--- src/shared/gst_pkg.sv ---
/*
  Package for the gated sixteen-bit timer: register offsets, reset values,
  selector codes and the packed structs that carry control and state.
  Assumes a classic Wishbone slave with 32-bit data, registers in the low byte.
*/
package gst_pkg;
  // register byte offsets
  localparam logic [7:0] GST_OFS_CTRL = 8'h00;
  localparam logic [7:0] GST_OFS_GCTRL = 8'h04;
  localparam logic [7:0] GST_OFS_CLOW = 8'h08;
  localparam logic [7:0] GST_OFS_CHIGH = 8'h0C;
  localparam logic [7:0] GST_OFS_STAT = 8'h10;
  // values after reset, and the top value of the count
  localparam logic [7:0] GST_CTRL_RST = 8'h00;
  localparam logic [7:0] GST_GCTRL_RST = 8'h00;
  localparam logic [15:0] GST_COUNT_RST = 16'h0000;
  localparam logic [15:0] GST_COUNT_MAX = 16'hFFFF;
  // status field position
  localparam int GST_STAT_OVF_BIT = 0;
  // instruction clock is the system clock divided by four
  localparam logic [1:0] GST_ICLK_LAST = 2'h3;
  // clock source codes
  localparam logic [1:0] GST_CS_ICLK = 2'h0;
  localparam logic [1:0] GST_CS_SYS = 2'h1;
  localparam logic [1:0] GST_CS_EXT = 2'h2;
  localparam logic [1:0] GST_CS_IOSC = 2'h3;
  // gate source codes
  localparam logic [1:0] GST_GS_PIN = 2'h0;
  localparam logic [1:0] GST_GS_PMATCH = 2'h1;
  localparam logic [1:0] GST_GS_CMP1 = 2'h2;
  localparam logic [1:0] GST_GS_CMP2 = 2'h3;

  typedef struct packed {
    logic [1:0] clock_source_select;
    logic [1:0] input_prescale_select;
    logic secondary_osc_enable;
    logic ext_input_sync_bypass;
    logic wide_access_enable;
    logic timer_run;
  } gst_ctrl_t;

  typedef struct packed {
    logic gate_enable;
    logic gate_polarity;
    logic gate_toggle_mode;
    logic gate_single_pulse_mode;
    logic pulse_acquire_go;
    logic gate_level;
    logic [1:0] gate_source_select;
  } gst_gctrl_t;

  typedef struct packed {
    logic gate_pin;
    logic period_match;
    logic cmp1;
    logic cmp2;
  } gst_gsrc_t;

  typedef struct packed {
    logic act_prev;
    logic tff;
    logic tv_prev;
    logic sp_run;
  } gst_gate_st_t;

  typedef struct packed {
    logic ack;
    logic [7:0] dat;
    gst_ctrl_t ctrl;
    gst_gctrl_t gctrl;
    logic [15:0] count;
    logic [7:0] hbuf;
    logic [2:0] psc;
    logic [1:0] idiv;
    logic ext_s1;
    logic ext_s2;
    logic ext_s3;
    logic ext_prev;
    logic iosc_prev;
    logic ovf;
    logic level;
  } gst_st_t;
endpackage

--- src/verilog/gst_timer.sv ---
/*
  Gated sixteen-bit timer/counter with a classic Wishbone register slave.
  Assumes all inputs synchronous to clk_i; registers sit in data bits 7:0.
*/
`timescale 1ns/1ns
`default_nettype none
// Overview of operation
// sixteen-bit up-counter as two eight-bit bytes, timer or event counter
// special event trigger from the capture unit clears the count
// software avoids the system clock when serving capture or compare
// clock source: instruction clock, system clock, external, internal oscillator
// prescaler divides the chosen clock by 1, 2, 4 or 8
// oscillator enable picks oscillator or count pin for external source
// sync bypass bit acts only with the external source
// wide access bit picks sixteen-bit or two eight-bit accesses
// wide mode: low byte read copies true high byte into buffer
// wide mode: high write loads buffer, low write commits both bytes
// run bit starts and stops counting
// gate enable makes counting depend on gate while running
// gate polarity chooses active high or active low
// toggle flip-flop held clear while toggle mode is off
// toggle flip-flop inverts on each rising gate edge
// single-pulse mode bit lets pulse acquisition control the gate
// go bit reads one while armed, zero when done or idle
// clearing single-pulse mode clears the go bit
// go bit clears on captured pulse trailing edge; no more counting
// gate level status shows the gate regardless of gate enable
// gate source: gate pin, period match, comparator 1, comparator 2
// overflow flag set when the count wraps to zero
module gst_timer #(
  parameter int ADR_W = 8                     // wishbone byte address width
) (
  input wire logic clk_i,                     // system clock, 10 MHz
  input wire logic rst_i,                     // synchronous reset, active high
  input wire logic wb_cyc_i,                  // wishbone cycle
  input wire logic wb_stb_i,                  // wishbone strobe
  input wire logic wb_we_i,                   // wishbone write enable
  input wire logic [ADR_W-1:0] wb_adr_i,      // wishbone byte address
  input wire logic [3:0] wb_sel_i,            // wishbone byte selects
  input wire logic [31:0] wb_dat_i,           // wishbone write data
  output logic [31:0] wb_dat_o,               // wishbone read data
  output logic wb_ack_o,                      // wishbone acknowledge
  input wire logic external_count_input_i,    // external count pin
  input wire logic secondary_oscillator_i,    // secondary oscillator clock
  input wire logic internal_oscillator_i,     // internal oscillator clock
  input wire logic special_event_i,           // capture unit special event trigger
  input wire gst_pkg::gst_gsrc_t gate_src_i,  // gate sources
  output logic [15:0] count_o,                // live count
  output logic overflow_o,                    // sticky overflow flag
  output logic gate_level_o,                  // registered gate level
  output logic secondary_osc_on_o             // secondary oscillator request
);
  gst_pkg::gst_st_t q;
  gst_pkg::gst_st_t n;
  logic acc;
  logic wr;
  logic rd;
  logic [7:0] wd;
  logic wr_ctrl;
  logic wr_gctrl;
  logic wr_low;
  logic wr_high;
  logic wr_stat;
  logic rd_low;
  logic ext_src;
  logic ext_tick;
  logic src_tick;
  logic [2:0] psc_last;
  logic allow;
  logic inc;
  logic ovf_set;
  logic wr_cnt;
  logic gate_lvl;
  logic gate_done;

  // gate path lives in its own module
  gst_gate u_gate (
    .clk_i(clk_i),
    .rst_i(rst_i),
    .gctrl_i(q.gctrl),
    .gsrc_i(gate_src_i),
    .level_o(gate_lvl),
    .done_o(gate_done)
  );

  // bus decode: one access per request, answered one cycle later
  always_comb
  begin
    acc = wb_cyc_i && wb_stb_i && !q.ack;
    wr = acc && wb_we_i && wb_sel_i[0];
    rd = acc && !wb_we_i;
    wd = wb_dat_i[7:0];
    wr_ctrl = wr && (wb_adr_i == gst_pkg::GST_OFS_CTRL);
    wr_gctrl = wr && (wb_adr_i == gst_pkg::GST_OFS_GCTRL);
    wr_low = wr && (wb_adr_i == gst_pkg::GST_OFS_CLOW);
    wr_high = wr && (wb_adr_i == gst_pkg::GST_OFS_CHIGH);
    wr_stat = wr && (wb_adr_i == gst_pkg::GST_OFS_STAT);
    rd_low = rd && (wb_adr_i == gst_pkg::GST_OFS_CLOW);
    wr_cnt = wr_low || (wr_high && !q.ctrl.wide_access_enable);
  end

  // count source, prescaler and gate qualification
  always_comb
  begin
    // oscillator or pin for the external source
    ext_src = q.ctrl.secondary_osc_enable ? secondary_oscillator_i : external_count_input_i;
    // bypass uses the raw edge, else the two-stage synchroniser
    ext_tick = q.ctrl.ext_input_sync_bypass ? (ext_src && !q.ext_prev) : (q.ext_s2 && !q.ext_s3);
    // increment source select
    case (q.ctrl.clock_source_select)
      gst_pkg::GST_CS_ICLK: src_tick = (q.idiv == gst_pkg::GST_ICLK_LAST);
      gst_pkg::GST_CS_SYS: src_tick = 1'b1;
      gst_pkg::GST_CS_EXT: src_tick = ext_tick;
      default: src_tick = internal_oscillator_i && !q.iosc_prev;
    endcase
    // terminal prescaler count per ratio
    case (q.ctrl.input_prescale_select)
      2'h0: psc_last = 3'h0;
      2'h1: psc_last = 3'h1;
      2'h2: psc_last = 3'h3;
      default: psc_last = 3'h7;
    endcase
    // gate only matters when enabled
    allow = !q.gctrl.gate_enable || gate_lvl;
    // run bit gates the whole count path
    inc = q.ctrl.timer_run && src_tick && (q.psc >= psc_last) && allow;
    // wrap from all ones
    ovf_set = inc && (q.count == gst_pkg::GST_COUNT_MAX);
  end

  // next-state of the whole block
  always_comb
  begin
    n = q;
    n.ack = acc;
    n.idiv = q.idiv + 2'h1;
    // synchroniser stages; the first is read only by the second
    n.ext_s1 = ext_src;
    n.ext_s2 = q.ext_s1;
    n.ext_s3 = q.ext_s2;
    n.ext_prev = ext_src;
    n.iosc_prev = internal_oscillator_i;
    n.level = gate_lvl;
    // prescaler advances on source ticks while running
    if (q.ctrl.timer_run && src_tick)
      n.psc = (q.psc >= psc_last) ? 3'h0 : q.psc + 3'h1; // a count left above a smaller new ratio ends at once
    // count up
    if (inc)
      n.count = q.count + 16'h0001;
    // special event clears count and prescaler
    if (special_event_i)
    begin
      n.count = gst_pkg::GST_COUNT_RST;
      n.psc = 3'h0;
    end
    // sticky flag, the set wins over a write-one clear
    n.ovf = ovf_set || (q.ovf && !(wr_stat && wd[gst_pkg::GST_STAT_OVF_BIT]));
    // trailing edge of captured pulse ends acquisition
    if (gate_done)
      n.gctrl.pulse_acquire_go = 1'b0;
    if (wr_ctrl)
      n.ctrl = gst_pkg::gst_ctrl_t'(wd);
    if (wr_gctrl)
    begin
      n.gctrl = gst_pkg::gst_gctrl_t'(wd);
      n.gctrl.gate_level = 1'b0;
    end
    // go bit cannot stand without single-pulse mode
    if (!n.gctrl.gate_single_pulse_mode)
      n.gctrl.pulse_acquire_go = 1'b0;
    // low write commits buffered high byte in wide mode
    if (wr_low)
    begin
      n.count[7:0] = wd;
      n.psc = 3'h0;
      if (q.ctrl.wide_access_enable)
        n.count[15:8] = q.hbuf;
    end
    // high write: buffer in wide mode, true byte otherwise
    if (wr_high)
    begin
      if (q.ctrl.wide_access_enable)
        n.hbuf = wd;
      else
        n.count[15:8] = wd;
    end
    // low read snapshots the true high byte
    if (rd_low && q.ctrl.wide_access_enable)
      n.hbuf = q.count[15:8];
    // read data is registered with the acknowledge
    n.dat = 8'h00;
    if (rd)
    begin
      case (wb_adr_i)
        gst_pkg::GST_OFS_CTRL: n.dat = q.ctrl;
        // go bit shows armed state, level shows gate
        gst_pkg::GST_OFS_GCTRL: n.dat = {q.gctrl[7:3], q.level, q.gctrl[1:0]};
        gst_pkg::GST_OFS_CLOW: n.dat = q.count[7:0];
        gst_pkg::GST_OFS_CHIGH: n.dat = q.ctrl.wide_access_enable ? q.hbuf : q.count[15:8];
        gst_pkg::GST_OFS_STAT: n.dat = {7'h00, q.ovf};
        default: n.dat = 8'h00;
      endcase
    end
  end

  // single state register; a synchronous reset loads constants only
  always_ff @(posedge clk_i)
  begin
    if (rst_i)
    begin
      q <= '0;
      q.ctrl <= gst_pkg::gst_ctrl_t'(gst_pkg::GST_CTRL_RST);
      q.gctrl <= gst_pkg::gst_gctrl_t'(gst_pkg::GST_GCTRL_RST);
      q.count <= gst_pkg::GST_COUNT_RST;
    end
    else
      q <= n;
  end

  // outputs straight from the state register
  assign wb_dat_o = {24'h00_0000, q.dat};
  assign wb_ack_o = q.ack;
  assign count_o = q.count;
  assign overflow_o = q.ovf;
  assign gate_level_o = q.level;
  assign secondary_osc_on_o = q.ctrl.secondary_osc_enable;
endmodule
`default_nettype wire

--- src/verilog/gst_gate.sv ---
/*
  Gate logic of the timer: source select, polarity, toggle flip-flop and
  single-pulse acquisition. Gate sources are synchronous to clk_i.
*/
`timescale 1ns/1ns
`default_nettype none
module gst_gate (
  input wire logic clk_i,                      // system clock
  input wire logic rst_i,                      // synchronous reset
  input wire gst_pkg::gst_gctrl_t gctrl_i,     // gate control fields
  input wire gst_pkg::gst_gsrc_t gsrc_i,       // gate source inputs
  output logic level_o,                        // gate state that could feed the count
  output logic done_o                          // trailing edge of captured pulse
);
  gst_pkg::gst_gate_st_t q;
  gst_pkg::gst_gate_st_t n;
  logic raw;
  logic act;
  logic tv;

  // select, polarise, toggle and single-pulse gating
  always_comb
  begin
    n = q;
    // gate source mux
    case (gctrl_i.gate_source_select)
      gst_pkg::GST_GS_PIN: raw = gsrc_i.gate_pin;
      gst_pkg::GST_GS_PMATCH: raw = gsrc_i.period_match;
      gst_pkg::GST_GS_CMP1: raw = gsrc_i.cmp1;
      default: raw = gsrc_i.cmp2;
    endcase
    // polarity select
    act = gctrl_i.gate_polarity ? raw : !raw;
    n.act_prev = act;
    // toggle held clear
    if (!gctrl_i.gate_toggle_mode)
      n.tff = 1'b0;
    // invert on rising edge
    else if (act && !q.act_prev)
      n.tff = !q.tff;
    tv = gctrl_i.gate_toggle_mode ? q.tff : act;
    n.tv_prev = tv;
    done_o = 1'b0;
    // single pulse arms on rising edge, ends on trailing edge
    if (!gctrl_i.gate_single_pulse_mode || !gctrl_i.pulse_acquire_go)
      n.sp_run = 1'b0;
    else if (!q.sp_run && tv && !q.tv_prev)
      n.sp_run = 1'b1;
    else if (q.sp_run && !tv)
    begin
      n.sp_run = 1'b0;
      done_o = 1'b1;
    end
    // level ignores gate enable
    level_o = gctrl_i.gate_single_pulse_mode ? (q.sp_run && tv) : tv;
  end

  // state register
  always_ff @(posedge clk_i)
  begin
    if (rst_i)
      q <= '0;
    else
      q <= n;
  end
endmodule
`default_nettype wire

--- config.mk ---
export PLATFORM = sky130hd
export DESIGN_NAME = gst_timer
export DESIGN_NICKNAME = d
export VERILOG_FILES = /design/src/shared/gst_pkg.sv /design/src/verilog/gst_timer.sv /design/src/verilog/gst_gate.sv
export SDC_FILE = /design/constraint.sdc
export NUM_CORES = 1
export LEC_CHECK = 0
export ABC_CLOCK_PERIOD_IN_PS = 2100
export BUFFER_PORTS_ARGS = -buffer_cell sky130_fd_sc_hd__buf_2
export CORE_ASPECT_RATIO = 1.25
export CORE_UTILIZATION = 48
export DETAILED_ROUTE_END_ITERATION = 8
export GPL_ROUTABILITY_DRIVEN = 1
export PLACE_DENSITY_LB_ADDON = 0.1
export SLEW_MARGIN = 30
export SYNTH_ARGS = -nofsm -noshare
export SYNTH_HDL_FRONTEND = slang
export SYNTH_HIERARCHICAL = 1
export SYNTH_SLANG_ARGS = --single-unit
export TNS_END_PERCENT = 10
--- constraint.sdc ---
create_clock -name clk_i -period 2.1 [get_ports clk_i]
set_input_delay 0.21 -clock clk_i [delete_from_list [all_inputs] [get_ports clk_i]]
set_output_delay 0.21 -clock clk_i [all_outputs]
set_load 0.1 [all_outputs]
==> impl_metrics.py <==
metrics = {
    "power_and_ir_drop": {
        "power.switching_uw": 817,
        "peakVddDrop_mv": 0.452,
        "switching_share_pct": 28.4,
        "p_per_area_nw_per_um2": 622,
        "internal_power_uw": 2060,
        "p_seq_share_pct": 41.9,
        "power_leakage_uw": 0.00181,
        "power_uw": 2880,
        "pwr-share-clk_pct": 45.6,
        "pwr-share-comb_pct": 12.4,
    },
    "timing": {
        "max_freq_mhz": 434,
        "rsz0062_at_grt": "true",
        "clock_skew_ns": 0.00854,
        "report.final.setup_viol": 15,
        "hold_viol": 0,
        "report.final.slew_viol_count": 0,
        "setup_ws_ns": -0.206,
        "fin_tns_setup_ns": -1.45,
        "fin_crit_ns": 2.31,
        "fin_crit_sh_pct": 110,
    },
    "drt": {
        "vias_per_cell": 5.65,
        "drtIter0Drc": 374,
        "wl_per_cell_um": 17.0,
        "first_pass_iters": 5,
        "drcViolationCount": 0,
        "drt-total-wl_mm": 10.6,
        "vias": 3500,
        "final_antenna_net_count": 0,
    },
    "clock_network": {
        "h-tree-depth": 3,
        "cts_root_buffer": "clkbuf_8",
        "cts_hold_buf": 0,
        "clock_latency_ns": 0.35,
        "clock-sinks": 63,
        "cts_tree": "done",
        "numCtsBuffers": 9,
        "cts_buffer_depth": 2,
        "cts.clk_slew.worst_paths_ns": 0.08,
    },
    "global_routing": {
        "grt_start_max_net_pins": 23,
        "grt_pass1_wl_mm": 16.7,
        "antenna_found_initial": 0,
        "grt_remaining_overflow": 0,
        "grt_pass1_vias": 3187,
        "grtUsageTotal_pct": 27.0,
    },
    "floorplan": {
        "start_util_pct": 49.3,
        "dieWidth_um": 82.0,
        "fp.dieH_um": 102,
        "io_pins": 109,
        "core-area_um2": 7790,
        "dieArea_um2": 8370,
        "rows": 36,
    },
    "cells_and_area": {
        "drive_gt1_share_pct": 31.6,
        "ff_latch_area_um2": 1270,
        "multi_input_area_um2": 2260,
        "n_fill_cell": 736,
        "final_common_cell": "dfxtp_1",
        "nNetsFinal": 583,
        "syn2layout_area_growth_pct": 20.4,
        "n_antenna_cell": 0,
        "final_cell_mix": "61 x dfxtp_1, 57 x buf_2, 48 x buf_4",
    },
    "synth": {
        "synthFlopType": "dfxtp_1",
        "synth-seq-cells": 63,
        "synth_edf_count": 0,
        "syn-mean-instance-area_um2": 8.58,
        "ys_types": 69,
        "async_flop_share_pct": 0,
        "yosysWarnings": 6,
        "yosysSeqAreaShare_pct": 32.8,
        "synth_cells": 448,
        "syn_area_um2": 3840,
    },
    "setup_path": {
        "arrival_ns": 2.52,
        "path_buf_inv": 0,
        "end_kind": "flop",
        "path_max_fanout": 6,
        "critical_path_class": "reg2reg",
        "cpLargestDelayFamily": "compound AO/OA/AOI/OAI gates",
        "crit_required_ns": 2.32,
        "worst-r2r-setup-slack_ns": -0.21,
        "cp_slowest_cell": "dfxtp_4",
        "worstSetupStartpointType": "flop",
        "critPathMaxStageDelay_ns": 0.38,
        "path_cells": "mux2i_4, xnor2_2, o311a_4, a21oi_4, nand2b_4, and3_4, nand2_4, o31a_1, o211ai_1, a21oi_1",
    },
    "placement": {
        "dp_hpwl_mm": 7.83,
        "io_buffers": 57,
        "gp_congestion": 0.915,
    },
    "flow_run": {
        "drv_cap": 0,
    },
    "worst_hold_path": {
        "hold_path.class": "in2reg",
    },
    "run_status": {
        "violations": "setup timing",
        "outcome": "finished, violations left",
    },
}
## synthesized netlist by cell type (2+ instances only)
library cell,instances,share of area [%]
buf_6,2,0.59
o21ai_0,20,2.6
xor2_1,3,0.68
mux2_2,4,1.2
clkbuf_1,11,1.1
nor2_1,41,4.0
and3_1,6,0.98
inv_1,14,1.4
a211oi_2,2,0.65
dfxtp_1,63,33
a21oi_1,19,2.5
and2_1,5,0.81
or3_1,5,0.81
nand3b_1,3,0.59
nand2b_1,2,0.33
a222oi_1,6,1.6
buf_4,50,9.8
o311a_1,2,0.52
a31oi_1,5,0.81
a211o_1,2,0.46
ha_1,6,2.0
mux2i_1,28,7.3
nand2_1,35,3.4
nor4_1,5,0.81
nand3_1,9,1.2
nor2_2,2,0.33
xnor2_1,9,2.1
buf_2,3,0.39
a211oi_1,11,2.1
nor3_1,15,2.0
o211ai_1,2,0.39
nor4b_1,2,0.46
a22oi_1,2,0.39
buf_1,2,0.20
and4_1,3,0.68
nor2b_1,10,1.6
nand4_1,6,0.98
nand4b_1,2,0.46
## worst reg2reg max path: cells and delay by family, from the launching register on
family,cells,cell delay (ns)
compound gates,5,1.00
xor+xnor,1,0.10
flops,1,0.38
mux,1,0.26
simple gates,3,0.44
## power by group through the flow
stage	Sequential (uW)	Clock (uW)	Combinational (uW)
after floorplan	1250	0	296
after global placement	1240	0	347
after detailed placement	1240	0	348
after CTS	1210	1330	353
after global routing	1210	1390	376
final	1210	1310	358
## through the flow
stage / worst slack [ns] / instances / area [um^2] / utilization (%) / hold slack (ns)
after global placement: -0.203 / 602 / 4270 / 54.8 / 0.407
after floorplan: -0.109 / 471 / 3960 / - / 0.282
after CTS: -0.189 / 619 / 4600 / 59.0 / 0.0771
after global routing: -0.306 / 620 / 4630 / 59.4 / 0.0787
final: -0.206 / 620 / 4630 / 59.4 / 0.0819
after detailed placement: -0.246 / 602 / 4270 / 54.8 / 0.414
## per-layer routing
metal	track usage, %	routed length (um)	vias to the layer above
met2	42.2	5030	142
li1	-	-	1684
met5	0	0	-
met1	36.3	4610	1652
met4	11.1	308	0
met3	4.73	600	22
## registers in the layout (all words and copies together) (netlist names)
register / count
count_o: 16
gate_level_o: 1
n: 1
overflow_o: 1
q: 30
secondary_osc_on_o: 1
u_gate/q: 4
wb_ack_o: 1
wb_dat_o: 8
## final cells by class
type,instances,area share [%]
inverters,14,1.14
flip-flops and latches,63,27.4
well taps,95,2.57
clock inverters,7,2.62
multi-input cells,325,48.8
repair buffers,107,14.8
clock buffers,9,2.68
## final timing paths
check | start | to | cells after the start
setup / recovery | q[36] | count_o[9] | 10
hold / removal | internal_oscillator_i | q[2] | 2
setup reg to reg | q[36] | count_o[9] | 10
hold reg to reg | q[7] | q[7] | 1
## logic make-up after synthesis
| group | synth area share, % |
|---|---|
| muxes | 8.82 |
| AOI/OAI and AO/OA | 16.4 |
| xor gates and xnor gates | 2.73 |
| DFF | 32.8 |
| buffers and inverters | 13.8 |
| other | 0.0976 |
| adders and majority gates | 1.95 |
| and+or+nand+nor | 23.4 |
## timing repair
action	CTS	global route
gates resized for setup	16	5
setup buffers	1	1
cloned	0	0
pin swaps	4	2
hold endpoints to repair	0	0
setup endpoints to repair	15	16
Power figures use the tool's default switching activity.
